`config.mk`:
```
export PLATFORM = sky130hd
export DESIGN_NAME = pfm_port0_low_mux
export DESIGN_NICKNAME = d
export VERILOG_FILES = /design/src/pkg/pfm_pkg.sv /design/src/logic/pfm_port0_low_mux.sv
export SDC_FILE = /design/constraint.sdc
export NUM_CORES = 1
export LEC_CHECK = 0
export ABC_AREA = 1
export BUFFER_PORTS_ARGS = -buffer_cell sky130_fd_sc_hd__buf_2
export CORE_MARGIN = 3
export CORE_UTILIZATION = 24
export DETAILED_ROUTE_END_ITERATION = 8
export PLACE_DENSITY = 0.45
export SYNTH_ARGS = -nofsm -noshare
export SYNTH_HDL_FRONTEND = slang
export SYNTH_SLANG_ARGS = --single-unit
```
`constraint.sdc`:
```
create_clock -name ref_clk_i -period 7.1 [get_ports ref_clk_i]
set_input_delay 0.71 -clock ref_clk_i [delete_from_list [all_inputs] [get_ports ref_clk_i]]
set_output_delay 0.71 -clock ref_clk_i [all_outputs]
set_load 0.005 [all_outputs]
```
`src/pkg/pfm_pkg.sv`:
```
// Package: constants and carriers of the port-zero low pin function mux
`default_nettype none

package pfm_pkg;

  // ****************************************************************
  // Register map
  // ****************************************************************
  localparam logic [31:0] PFM_SEL_ADDR   = 32'he002c000;
  localparam logic [31:0] PFM_SEL_RESET  = 32'h00000000;
  localparam logic [31:0] PFM_READ_IDLE  = 32'h00000000;

  // ****************************************************************
  // Field layout and function codes
  // ****************************************************************
  localparam int          PFM_NUM_LINES  = 16;
  localparam int          PFM_FIELD_W    = 2;
  localparam logic [1:0]  PFM_FUNC_GPIO  = 2'h0;
  localparam logic [1:0]  PFM_FUNC_ALT1  = 2'h1;
  localparam logic [1:0]  PFM_FUNC_ALT2  = 2'h2;
  localparam logic [1:0]  PFM_FUNC_ALT3  = 2'h3;

  // Signals driven by on-chip peripherals towards the pins
  typedef struct packed {
    logic serial_a_transmit;
    logic pulse_out_1;
    logic pulse_out_2;
    logic pulse_out_3;
    logic pulse_out_4;
    logic pulse_out_6;
    logic i2c_scl_out;
    logic i2c_scl_oe;
    logic i2c_sda_out;
    logic i2c_sda_oe;
    logic spi_a_sck_out;
    logic spi_a_sck_oe;
    logic spi_a_miso_out;
    logic spi_a_miso_oe;
    logic spi_a_mosi_out;
    logic spi_a_mosi_oe;
    logic spi_a_ssel_out;
    logic spi_a_ssel_oe;
    logic timer0_match_0;
    logic timer0_match_1;
    logic serial_b_transmit;
    logic serial_b_request_to_send;
    logic serial_b_terminal_ready;
    logic timer1_match_0;
    logic timer1_match_1;
  } pfm_drive_type;

  // Pin levels handed to on-chip peripherals
  typedef struct packed {
    logic serial_a_receive;
    logic i2c_scl_in;
    logic i2c_sda_in;
    logic spi_a_sck_in;
    logic spi_a_miso_in;
    logic spi_a_mosi_in;
    logic spi_a_ssel_in;
    logic timer0_capture_0;
    logic timer0_capture_1;
    logic timer0_capture_2;
    logic ext_irq_line_0;
    logic ext_irq_line_1;
    logic ext_irq_line_2;
    logic ext_irq_line_3;
    logic serial_b_receive;
    logic serial_b_clear_to_send;
    logic serial_b_set_ready;
    logic serial_b_carrier_detect;
    logic serial_b_ring_indicator;
    logic timer1_capture_0;
    logic timer1_capture_1;
  } pfm_sense_type;

  // Whole state of the mux
  typedef struct packed {
    logic [31:0]   select_reg;
    logic [31:0]   rdata_reg;
    logic [15:0]   pad_meta_reg;
    logic [15:0]   pad_sync_reg;
    logic [15:0]   pad_out_reg;
    logic [15:0]   pad_oe_reg;
    logic [15:0]   gpio_in_reg;
    pfm_sense_type sense_reg;
  } pfm_state_type;

endpackage : pfm_pkg

`default_nettype wire

```
`src/logic/pfm_port0_low_mux.sv`:
```
// Design: function selector and pin multiplexer for port-zero lines 0..15
//
// Strobed register access was chosen for this implementation.
`timescale 1ns/1ns
`default_nettype none

module pfm_port0_low_mux
  import pfm_pkg::*;
(
  input  wire logic          ref_clk_i,
  input  wire logic          rst_i,
  // Register port
  input  wire logic [31:0]   addr_i,
  input  wire logic [31:0]   wdata_i,
  input  wire logic          wr_i,
  input  wire logic          rd_i,
  output logic      [31:0]   rdata_o,
  // General purpose I/O side
  input  wire logic [15:0]   gpio_out_i,
  input  wire logic [15:0]   line_direction_control_i,
  output logic      [15:0]   gpio_in_o,
  // Peripheral side
  input  wire pfm_drive_type periph_drive_i,
  output pfm_sense_type      periph_sense_o,
  // Pads
  input  wire logic [15:0]   pad_in_i,
  output logic      [15:0]   pad_out_o,
  output logic      [15:0]   pad_oe_o
);

  // ****************************************************************
  // Helpers
  // ****************************************************************

  // True when the given line's field holds the given code
  function automatic logic routed(input logic [31:0] sel,
                                  input logic [3:0]  line,
                                  input logic [1:0]  code);
    routed = (sel[{line, 1'b0} +: PFM_FIELD_W] == code);
  endfunction

  // Output level and enable of one pad, bit 1 is level, bit 0 enable
  function automatic logic [1:0] line_drive(input logic [3:0]    line,
                                            input logic [1:0]    code,
                                            input logic          gout,
                                            input logic          gdir,
                                            input pfm_drive_type d);
    logic o;
    logic e;
    o = 1'b0;
    e = 1'b0;
    if (code == PFM_FUNC_GPIO) begin
      o = gout;
      e = gdir;
    end else begin
      case ({line, code})
        {4'h0, PFM_FUNC_ALT1}: begin o = d.serial_a_transmit; e = 1'b1; end
        {4'h0, PFM_FUNC_ALT2}: begin o = d.pulse_out_1; e = 1'b1; end
        {4'h1, PFM_FUNC_ALT2}: begin o = d.pulse_out_3; e = 1'b1; end
        {4'h2, PFM_FUNC_ALT1}: begin o = d.i2c_scl_out; e = d.i2c_scl_oe; end
        {4'h3, PFM_FUNC_ALT1}: begin o = d.i2c_sda_out; e = d.i2c_sda_oe; end
        {4'h3, PFM_FUNC_ALT2}: begin o = d.timer0_match_0; e = 1'b1; end
        {4'h4, PFM_FUNC_ALT1}: begin
          o = d.spi_a_sck_out;
          e = d.spi_a_sck_oe;
        end
        {4'h5, PFM_FUNC_ALT1}: begin
          o = d.spi_a_miso_out;
          e = d.spi_a_miso_oe;
        end
        {4'h5, PFM_FUNC_ALT2}: begin o = d.timer0_match_1; e = 1'b1; end
        {4'h6, PFM_FUNC_ALT1}: begin
          o = d.spi_a_mosi_out;
          e = d.spi_a_mosi_oe;
        end
        {4'h7, PFM_FUNC_ALT1}: begin
          o = d.spi_a_ssel_out;
          e = d.spi_a_ssel_oe;
        end
        {4'h7, PFM_FUNC_ALT2}: begin o = d.pulse_out_2; e = 1'b1; end
        {4'h8, PFM_FUNC_ALT1}: begin o = d.serial_b_transmit; e = 1'b1; end
        {4'h8, PFM_FUNC_ALT2}: begin o = d.pulse_out_4; e = 1'b1; end
        {4'h9, PFM_FUNC_ALT2}: begin o = d.pulse_out_6; e = 1'b1; end
        {4'ha, PFM_FUNC_ALT1}: begin
          o = d.serial_b_request_to_send;
          e = 1'b1;
        end
        {4'hc, PFM_FUNC_ALT2}: begin o = d.timer1_match_0; e = 1'b1; end
        {4'hd, PFM_FUNC_ALT1}: begin
          o = d.serial_b_terminal_ready;
          e = 1'b1;
        end
        {4'hd, PFM_FUNC_ALT2}: begin o = d.timer1_match_1; e = 1'b1; end
        // Input functions and reserved codes leave the pad undriven
        default: begin
          o = 1'b0;
          e = 1'b0;
        end
      endcase
    end
    line_drive = {o, e};
  endfunction

  // ****************************************************************
  // State
  // ****************************************************************
  pfm_state_type state_reg;
  pfm_state_type state_next;

  logic [31:0] sel_n;
  logic [15:0] p;
  logic [1:0]  drv;
  logic        hit;

  always_comb begin
    state_next = state_reg;
    sel_n      = state_reg.select_reg;
    p          = state_reg.pad_sync_reg;
    drv        = 2'h0;
    // full address decode, other addresses ignored
    hit        = (addr_i == PFM_SEL_ADDR);

    if (wr_i && hit) begin
      sel_n = wdata_i;
    end
    state_next.select_reg = sel_n;

    // read data for one cycle, zero otherwise
    if (rd_i && hit) begin
      state_next.rdata_reg = state_reg.select_reg;
    end else begin
      state_next.rdata_reg = PFM_READ_IDLE;
    end

    // Pads pass two flops before anything looks at them
    state_next.pad_meta_reg = pad_in_i;
    state_next.pad_sync_reg = state_reg.pad_meta_reg;
    // GPIO reads the pin whatever function is selected
    state_next.gpio_in_reg  = p;

    // fields steer each pad from the value being stored
    for (int i = 0; i < PFM_NUM_LINES; i++) begin
      // each line looks at its own field only
      drv = line_drive(4'(i), sel_n[i*PFM_FIELD_W +: PFM_FIELD_W],
                       gpio_out_i[i], line_direction_control_i[i],
                       periph_drive_i);
      state_next.pad_out_reg[i] = drv[1];
      state_next.pad_oe_reg[i]  = drv[0];
    end

    // inputs of lines 1 to 3
    state_next.sense_reg.serial_a_receive =
      routed(sel_n, 4'h1, PFM_FUNC_ALT1) & p[1];
    state_next.sense_reg.i2c_scl_in =
      routed(sel_n, 4'h2, PFM_FUNC_ALT1) & p[2];
    state_next.sense_reg.timer0_capture_0 =
      routed(sel_n, 4'h2, PFM_FUNC_ALT2) & p[2];
    state_next.sense_reg.i2c_sda_in =
      routed(sel_n, 4'h3, PFM_FUNC_ALT1) & p[3];
    state_next.sense_reg.ext_irq_line_0 =
      routed(sel_n, 4'h1, PFM_FUNC_ALT3) & p[1];
    // irq 1 and 2 may come from two lines, combined
    state_next.sense_reg.ext_irq_line_1 =
      (routed(sel_n, 4'h3, PFM_FUNC_ALT3) & p[3]) |
      (routed(sel_n, 4'he, PFM_FUNC_ALT2) & p[14]);
    state_next.sense_reg.ext_irq_line_2 =
      (routed(sel_n, 4'h7, PFM_FUNC_ALT3) & p[7]) |
      (routed(sel_n, 4'hf, PFM_FUNC_ALT2) & p[15]);
    // inputs of lines 4 and 5
    state_next.sense_reg.spi_a_sck_in =
      routed(sel_n, 4'h4, PFM_FUNC_ALT1) & p[4];
    state_next.sense_reg.timer0_capture_1 =
      routed(sel_n, 4'h4, PFM_FUNC_ALT2) & p[4];
    state_next.sense_reg.spi_a_miso_in =
      routed(sel_n, 4'h5, PFM_FUNC_ALT1) & p[5];
    // inputs of lines 6 and 7
    state_next.sense_reg.spi_a_mosi_in =
      routed(sel_n, 4'h6, PFM_FUNC_ALT1) & p[6];
    state_next.sense_reg.timer0_capture_2 =
      routed(sel_n, 4'h6, PFM_FUNC_ALT2) & p[6];
    state_next.sense_reg.spi_a_ssel_in =
      routed(sel_n, 4'h7, PFM_FUNC_ALT1) & p[7];
    // inputs of lines 9 and 10
    state_next.sense_reg.serial_b_receive =
      routed(sel_n, 4'h9, PFM_FUNC_ALT1) & p[9];
    state_next.sense_reg.ext_irq_line_3 =
      routed(sel_n, 4'h9, PFM_FUNC_ALT3) & p[9];
    state_next.sense_reg.timer1_capture_0 =
      routed(sel_n, 4'ha, PFM_FUNC_ALT2) & p[10];
    // inputs of lines 11 and 12
    state_next.sense_reg.serial_b_clear_to_send =
      routed(sel_n, 4'hb, PFM_FUNC_ALT1) & p[11];
    state_next.sense_reg.timer1_capture_1 =
      routed(sel_n, 4'hb, PFM_FUNC_ALT2) & p[11];
    state_next.sense_reg.serial_b_set_ready =
      routed(sel_n, 4'hc, PFM_FUNC_ALT1) & p[12];
    // inputs of lines 14 and 15
    state_next.sense_reg.serial_b_carrier_detect =
      routed(sel_n, 4'he, PFM_FUNC_ALT1) & p[14];
    state_next.sense_reg.serial_b_ring_indicator =
      routed(sel_n, 4'hf, PFM_FUNC_ALT1) & p[15];
  end

  // ****************************************************************
  // Registers
  // ****************************************************************
  always_ff @(posedge ref_clk_i or posedge rst_i) begin
    if (rst_i) begin
      state_reg            <= '0;
      state_reg.select_reg <= PFM_SEL_RESET;
    end else begin
      state_reg <= state_next;
    end
  end

  assign rdata_o        = state_reg.rdata_reg;
  assign gpio_in_o      = state_reg.gpio_in_reg;
  assign periph_sense_o = state_reg.sense_reg;
  assign pad_out_o      = state_reg.pad_out_reg;
  assign pad_oe_o       = state_reg.pad_oe_reg;

endmodule // pfm_port0_low_mux

`default_nettype wire

```
==> impl_results.md, run 1 <==
* Area share of the largest cell type after synthesis at approximately three fifths
* GP Congestion at between 0.7 and 0.8
* Crit end category: register
* Port buffer count at 241
* Post-synthesis mux area share at 0%
* Setup TNS at 0 ps
* Antenna viol nets, final at 0
* XOR/XNOR Fraction of Synth Area at 0%
* H-Tree Depth at 4
* CTS tree: done
* I/O Pins at around 240
* Die Wd at 177 um
* Minimum clock period at 2580 ps
* CTS root buf: clkbuf_16
* Hold endpoint: p[9]
* CTS max path bufs at 2
* Pre-antenna DRT Iters at 5
* Layout cells sized above 1 at 34.8%
* Largest family of logic cells by synthesized area: simple AND/OR/NAND/NOR gates
* Fmax achieved at 387 MHz
* Final wirelength at 17800 um
* Syn_nets at 877
* Critical path's most frequent cell: nand2_1
* Ranking of synthesized cells by area: dfrtp_1, buf_4, nand2_1, inv_1, nor2_1
* DR vias/cell at 3.77
* Global route total overflow at 0
* Synth Cell Area at approximately 7000 um^2
* Sequential share of the synthesized area at 59.0%
* Critical Path RT at 7440 ps
* Syn Area/Cell at 9.73 um^2
* Initial DRC count at 213
* Final Max Tran Viols at 0
* Filler cell count at around 3000
* Worst r2r path cells at 6
* Die Ht at 177 um
* Crit-path max FO at 21
* Crit path launch type: input pin
* Cell taking the most area after synthesis: dfrtp_1
* Critical Path AT at 2920 ps
* Area Overhead vs Synth at 21.8%
* P per Cell Area at around 240 nW/um^2
* CP max-delay cell: clkinv_1
* Worst r2r dst: pad_out_o[13]
* Gr usage total at between 10% and 20%
* Design Power at between 0.002 and 0.0025 W
* Hold WC Path Type: reg -> reg
* Yosys warns at 0
* Total Die Area at between 30000 and 40000 um^2
* Largest net degree at the start of global routing at 88
* Fin nets at 1028
* Inserted Clock Buffers at 17
* First-pass GRT wire length at 27200 um
* Num Clock Sinks at 165
* Synth unique cells at 29
* Via count at 4758
* R2r setup slk at 5670 ps
* Clock slew at reported path FFs at 70 ps
* Final clock skew at 10.5 ps
* Critical path class: in -> reg
* CTS Hold Bufs at 0
* CP Cell Sequence: buf_2 -> nand2_1 -> inv_1 -> nand2_1 -> nor2_1 -> nand2_1 -> inv_1 -> nand3_2 -> buf_4 -> clkinv_1 -> nand2_1 -> nand2_1 -> inv_1 -> ha_1 -> or2_2 -> o21ai_0
* Setup Buffers After CTS at 0
* Clock latency on the worst-skew pair at 420 ps
* Launch point of the worst hold path: state_next[78]
* Cells after Synth at 720
* Register bit total from synthesis at roughly 170
* Worst-case vdd ir drop at around 0.12 mV
* Hold Path Depth at 0
* Most common cell after layout, fill and taps aside: buf_2
* Final core area utilization at 30.2%
* Final worst path period share at between 30 and 40%
* Drt drc at 0
* Most frequent cells in the layout: buf_2, dfrtp_1, nand2_1, inv_1, nor2_1
* Synth Area in Compound Gates at 3.13%
* Initial antenna violation count at 6
* RSZ-0062 raised after global routing: no
* Outcome: complete, no violations
* CORE AREA at 28200 um^2
* # rows at 61
* Relative slew slack at roughly a third
* Final Setup Violations at 0
* Crit-path max cell delay at 370 ps
* Vias in the first global route at 4922
* MaxCap Viol Count at 0
* Final hold viol count at 0
* Drt wl/cell at between 10 and 15 um
* Simple logic cell fraction of the synthesized area at 17.9%
* Post-DP HPWL at 13000 um
* Post-CTS sizing at 0
* Synth Area in Adders at 2.86%
* Max reg flops at 32
* Leak at 4.70 nW
* Starting Density at roughly 25%
* Worst-margin pin slew at 989 ps
## worst max-delay path: cells and delay by family
family | cells | cell delay, ps
adder cells (fa/ha/maj) | 1 | 220
AND/OR/NAND/NOR | 8 | 850
AO/OA/AOI/OAI | 1 | 160
buffers and inverters | 6 | 980
## logic make-up after synthesis
group / after synthesis
adders and majority gates: 16
buffers and inverters: 212
AOI/OAI and AO/OA: 34
and+or+nand+nor: 293
DFF: 165
## final cells by class
type | count | area, um^2 | share of cell area [%]
clock inverters | 14 | 214 | 2.51
diodes | 1 | 2.50 | 0.0293
clock buffers | 17 | 425 | 4.99
multi-input cells | 343 | 1680 | 19.7
well taps | 378 | 473 | 5.54
flip-flops and latches | 165 | 4130 | 48.4
repair buffers | 243 | 1220 | 14.3
inverters | 101 | 384 | 4.50
## stage by stage
stage | worst slack (ps) | hold slack, ps | instances | area (um^2)
final | 4520 | 350 | 1262 | 8530
after global routing | 4260 | 357 | 1262 | 8530
after CTS | 4460 | 351 | 1261 | 8530
after detailed placement | 4010 | 335 | 1230 | 7890
after global placement | 4070 | 332 | 1230 | 7890
after floorplan | 1930 | 331 | 720 | 7000
## layer usage
layer	global-route usage, %	routed length [um]	vias to the layer above	part of all wire, %
met1	14.2	7640	2199	43
met3	4.68	1520	19	8.5
met2	18.7	8390	149	47
met5	0	62	-	0.35
li1	-	-	2381	-
met4	3.31	205	10	1.2
## cell usage after synthesis
| library cell | instances |
|---|---|
| a21oi_1 | 7 |
| a21oi_2 | 3 |
| a22o_1 | 5 |
| and3_1 | 1 |
| buf_2 | 7 |
| buf_4 | 103 |
| buf_6 | 1 |
| clkinv_1 | 1 |
| dfrtp_1 | 165 |
| ha_1 | 16 |
| inv_1 | 97 |
| inv_2 | 3 |
| nand2_1 | 123 |
| nand2_2 | 9 |
| nand2_4 | 1 |
| nand3_1 | 45 |
| nand3_2 | 1 |
| nand3b_1 | 4 |
| nand4_1 | 1 |
| nor2_1 | 96 |
| nor2_2 | 3 |
| nor2_4 | 1 |
| nor3_1 | 2 |
| nor3_2 | 3 |
| o21ai_0 | 11 |
| o21ai_1 | 5 |
| o21ai_2 | 2 |
| o21ai_4 | 1 |
| or2_2 | 3 |
## how the worst max path moves through the flow
stage | startpoint | end
floorplan | rst_i | asynchronous set/reset pin
global placement | addr_i[30] | pad_out_o[8]
detailed placement | addr_i[30] | pad_out_o[0]
CTS | addr_i[30] | pad_out_o[0]
global route | addr_i[30] | pad_out_o[13]
finish | addr_i[30] | pad_out_o[0]
## report_power, final
| part | switching, W | internal, W | total [W] |
|---|---|---|---|
| logic | 0.0000503 | 0.0000412 | 0.0000914 |
| clock network | 0.000413 | 0.000601 | 0.00101 |
| registers | 0.00000596 | 0.000958 | 0.000964 |
Note: power is estimated with default switching activity, not from simulation.
==> run 2, diff against run 1 <==
==> constraint.sdc (replaced) <==
create_clock -name ref_clk_i -period 2.41 [get_ports ref_clk_i]
set_input_delay 0.241 -clock ref_clk_i [delete_from_list [all_inputs] [get_ports ref_clk_i]]
set_output_delay 0.241 -clock ref_clk_i [all_outputs]
set_load 0.005 [all_outputs]
==> run 2 against run 1 <==
  * Largest cell class unchanged
  * Critical path depth fell by 1
  * Highest routed layer unchanged
  * Combinational power grew to 3.3 times the previous value
  * Clock power grew to 2.5 times the previous value
==> impl_results.md, run 2 (same netlist as run 1, synthesis figures left out) <==
* Area Overhead vs Synth at 24.5%
* Initial antenna violation count at 6
* Relative slew slack at 57.5%
* Minimum clock period at 1970 ps
* Drt drc at 0
* I/O Pins at 242
* Max reg flops at 32
* Placed Cells at 1237
* Critical Path RT at 2740 ps
* CTS root buf: clkbuf_16
* Worst-margin pin slew at around 640 ps
* Total Die Area at 31300 um^2
* Most common cell after layout, fill and taps aside: buf_2
* Largest net degree at the start of global routing at 73
* Crit end category: register
* Seq. cell area at 4130 um^2
* Crit-path max FO at 8
* Design area at 8720 um^2
* Worst-case vdd ir drop at 0.373 mV
* Post-CTS sizing at 0
* Filler cell count at 2992
* GP Congestion at 0.776
* Clock slew at reported path FFs at around 70 ps
* Area occupied by multi-input gates at 1680 um^2
* DR vias/cell at around 3.8
* Port buffer count at 241
* Pre-antenna DRT Iters at 4
* Critical Path AT at 2300 ps
* Layout cells sized above 1 at 34.6%
* Final worst path period share at 81.8%
* Setup TNS at 0 ps
* Setup Buffers After CTS at 0
* Hold WC Path Type: in -> reg
* Critical path class: in -> reg
* P per Cell Area at 654 nW/um^2
* CTS tree: done
* Gr usage total at between 10% and 20%
* Final clock skew at 7.13 ps
* Num Clock Sinks at 165
* Starting Density at roughly 25%
* Drt wl/cell at 14.0 um
* Die Ht at 177 um
* Via count at 4883
* Fin nets at around 1100
* RSZ-0062 raised after global routing: no
* Initial DRC count at about 180
* Crit path launch type: input pin
* CTS max path bufs at 2
* Worst r2r path cells at 6
* Vias in the first global route at 5089
* Final hold viol count at 0
* MaxCap Viol Count at 0
* Antenna viol nets, final at 0
* Final Setup Violations at 0
* Inserted Clock Buffers at 17
* Fmax achieved at between 500 and 600 MHz
* Global route total overflow at 0
* Post-DP HPWL at 13500 um
* Placed cell areas at 7960 um^2
* CORE AREA at 28200 um^2
* Leak at 4.79 nW
* First-pass GRT wire length at 28100 um
* Most frequent cells in the layout: buf_2, dfrtp_1, nand2_1, inv_1, nor2_1
* Die Wd at 177 um
* Final Max Tran Viols at 0
* # rows at 61
* Clock latency on the worst-skew pair at roughly 410 ps
* Outcome: complete, no violations
* Final non-filler cell total at ~1300
* Hold Path Depth at 3
* H-Tree Depth at 4
* Design Power at ~0.0057 W
* Final wirelength at 18000 um
[run 2: cell count changes in the layout (fill, tap and decap cells not counted)]
cell and delta:
inv_6 -3, clkinv_2 +4, buf_12 +2, inv_8 -2, bufinv_16 -4, buf_4 +5
clkinvlp_4 +1, clkbuf_8 +2, clkinv_4 +3, dlygate4sd3_1 +20
[run 2: power breakdown]
part	switching [W]	total [W]	leakage [nW]	internal (W)
sequential	0.0000172	0.00284	2.06	0.00282
combinational	0.000154	0.000302	2.46	0.000148
clock	0.00117	0.00256	0.275	0.00139
[run 2: timing repair]
action,in CTS,in global routing
hold buffers,19,1
hold endpoints to repair,90,1
setup endpoints to repair,0,0
[run 2: metal layers]
metal	part of all wire [%]	GRT usage, %
met3	8.9	5.64
met4	1.1	2.78
met5	0.36	0
met1	42	14.3
met2	47	19.4
[run 2: critical path: stages]
cell	delay, ps
buf_2	100
nand2_1	60
inv_1	40
nand2_1	70
nor2_1	40
nand2_1	90
inv_1	60
nand3_2	60
clkinv_1	450
nand2_1	180
nand2_1	100
inv_1	100
ha_1	230
or2_2	300
o21ai_0	160
[run 2: layout make-up]
| cell class | instances | share of cell area, % |
|---|---|---|
| multi-input cells | 343 | 19.3 |
| flip-flops and latches | 165 | 47.4 |
| repair buffers | 270 | 17.2 |
| inverters | 101 | 4.39 |
| clock buffers | 19 | 5.19 |
| well taps | 378 | 5.42 |
| clock inverters | 13 | 1.15 |
| diodes | 1 | 0.0287 |
[run 2: metrics by stage]
stage	utilization, %	setup slack [ps]	hold WS, ps
final	30.9	438	31.8
after global routing	30.9	254	1.54
after CTS	30.8	413	3.30
after detailed placement	28.2	-23.4	335
after global placement	28.2	30.5	331
after floorplan	-	70.2	272
[run 2: worst paths after layout]
| kind | startpoint | end | slack, ps |
|---|---|---|---|
| setup / recovery | addr_i[30] | pad_out_o[8] | 440 |
| hold / removal | line_direction_control_i[0] | pad_oe_o[0] | 30 |
| setup reg to reg | state_reg[149] | pad_out_o[8] | 980 |
| hold reg to reg | state_next[78] | p[9] | 340 |
| max in group asynchronous | rst_i | pad_oe_o[8] | 1350 |
| min in group asynchronous | rst_i | p[1] | 470 |
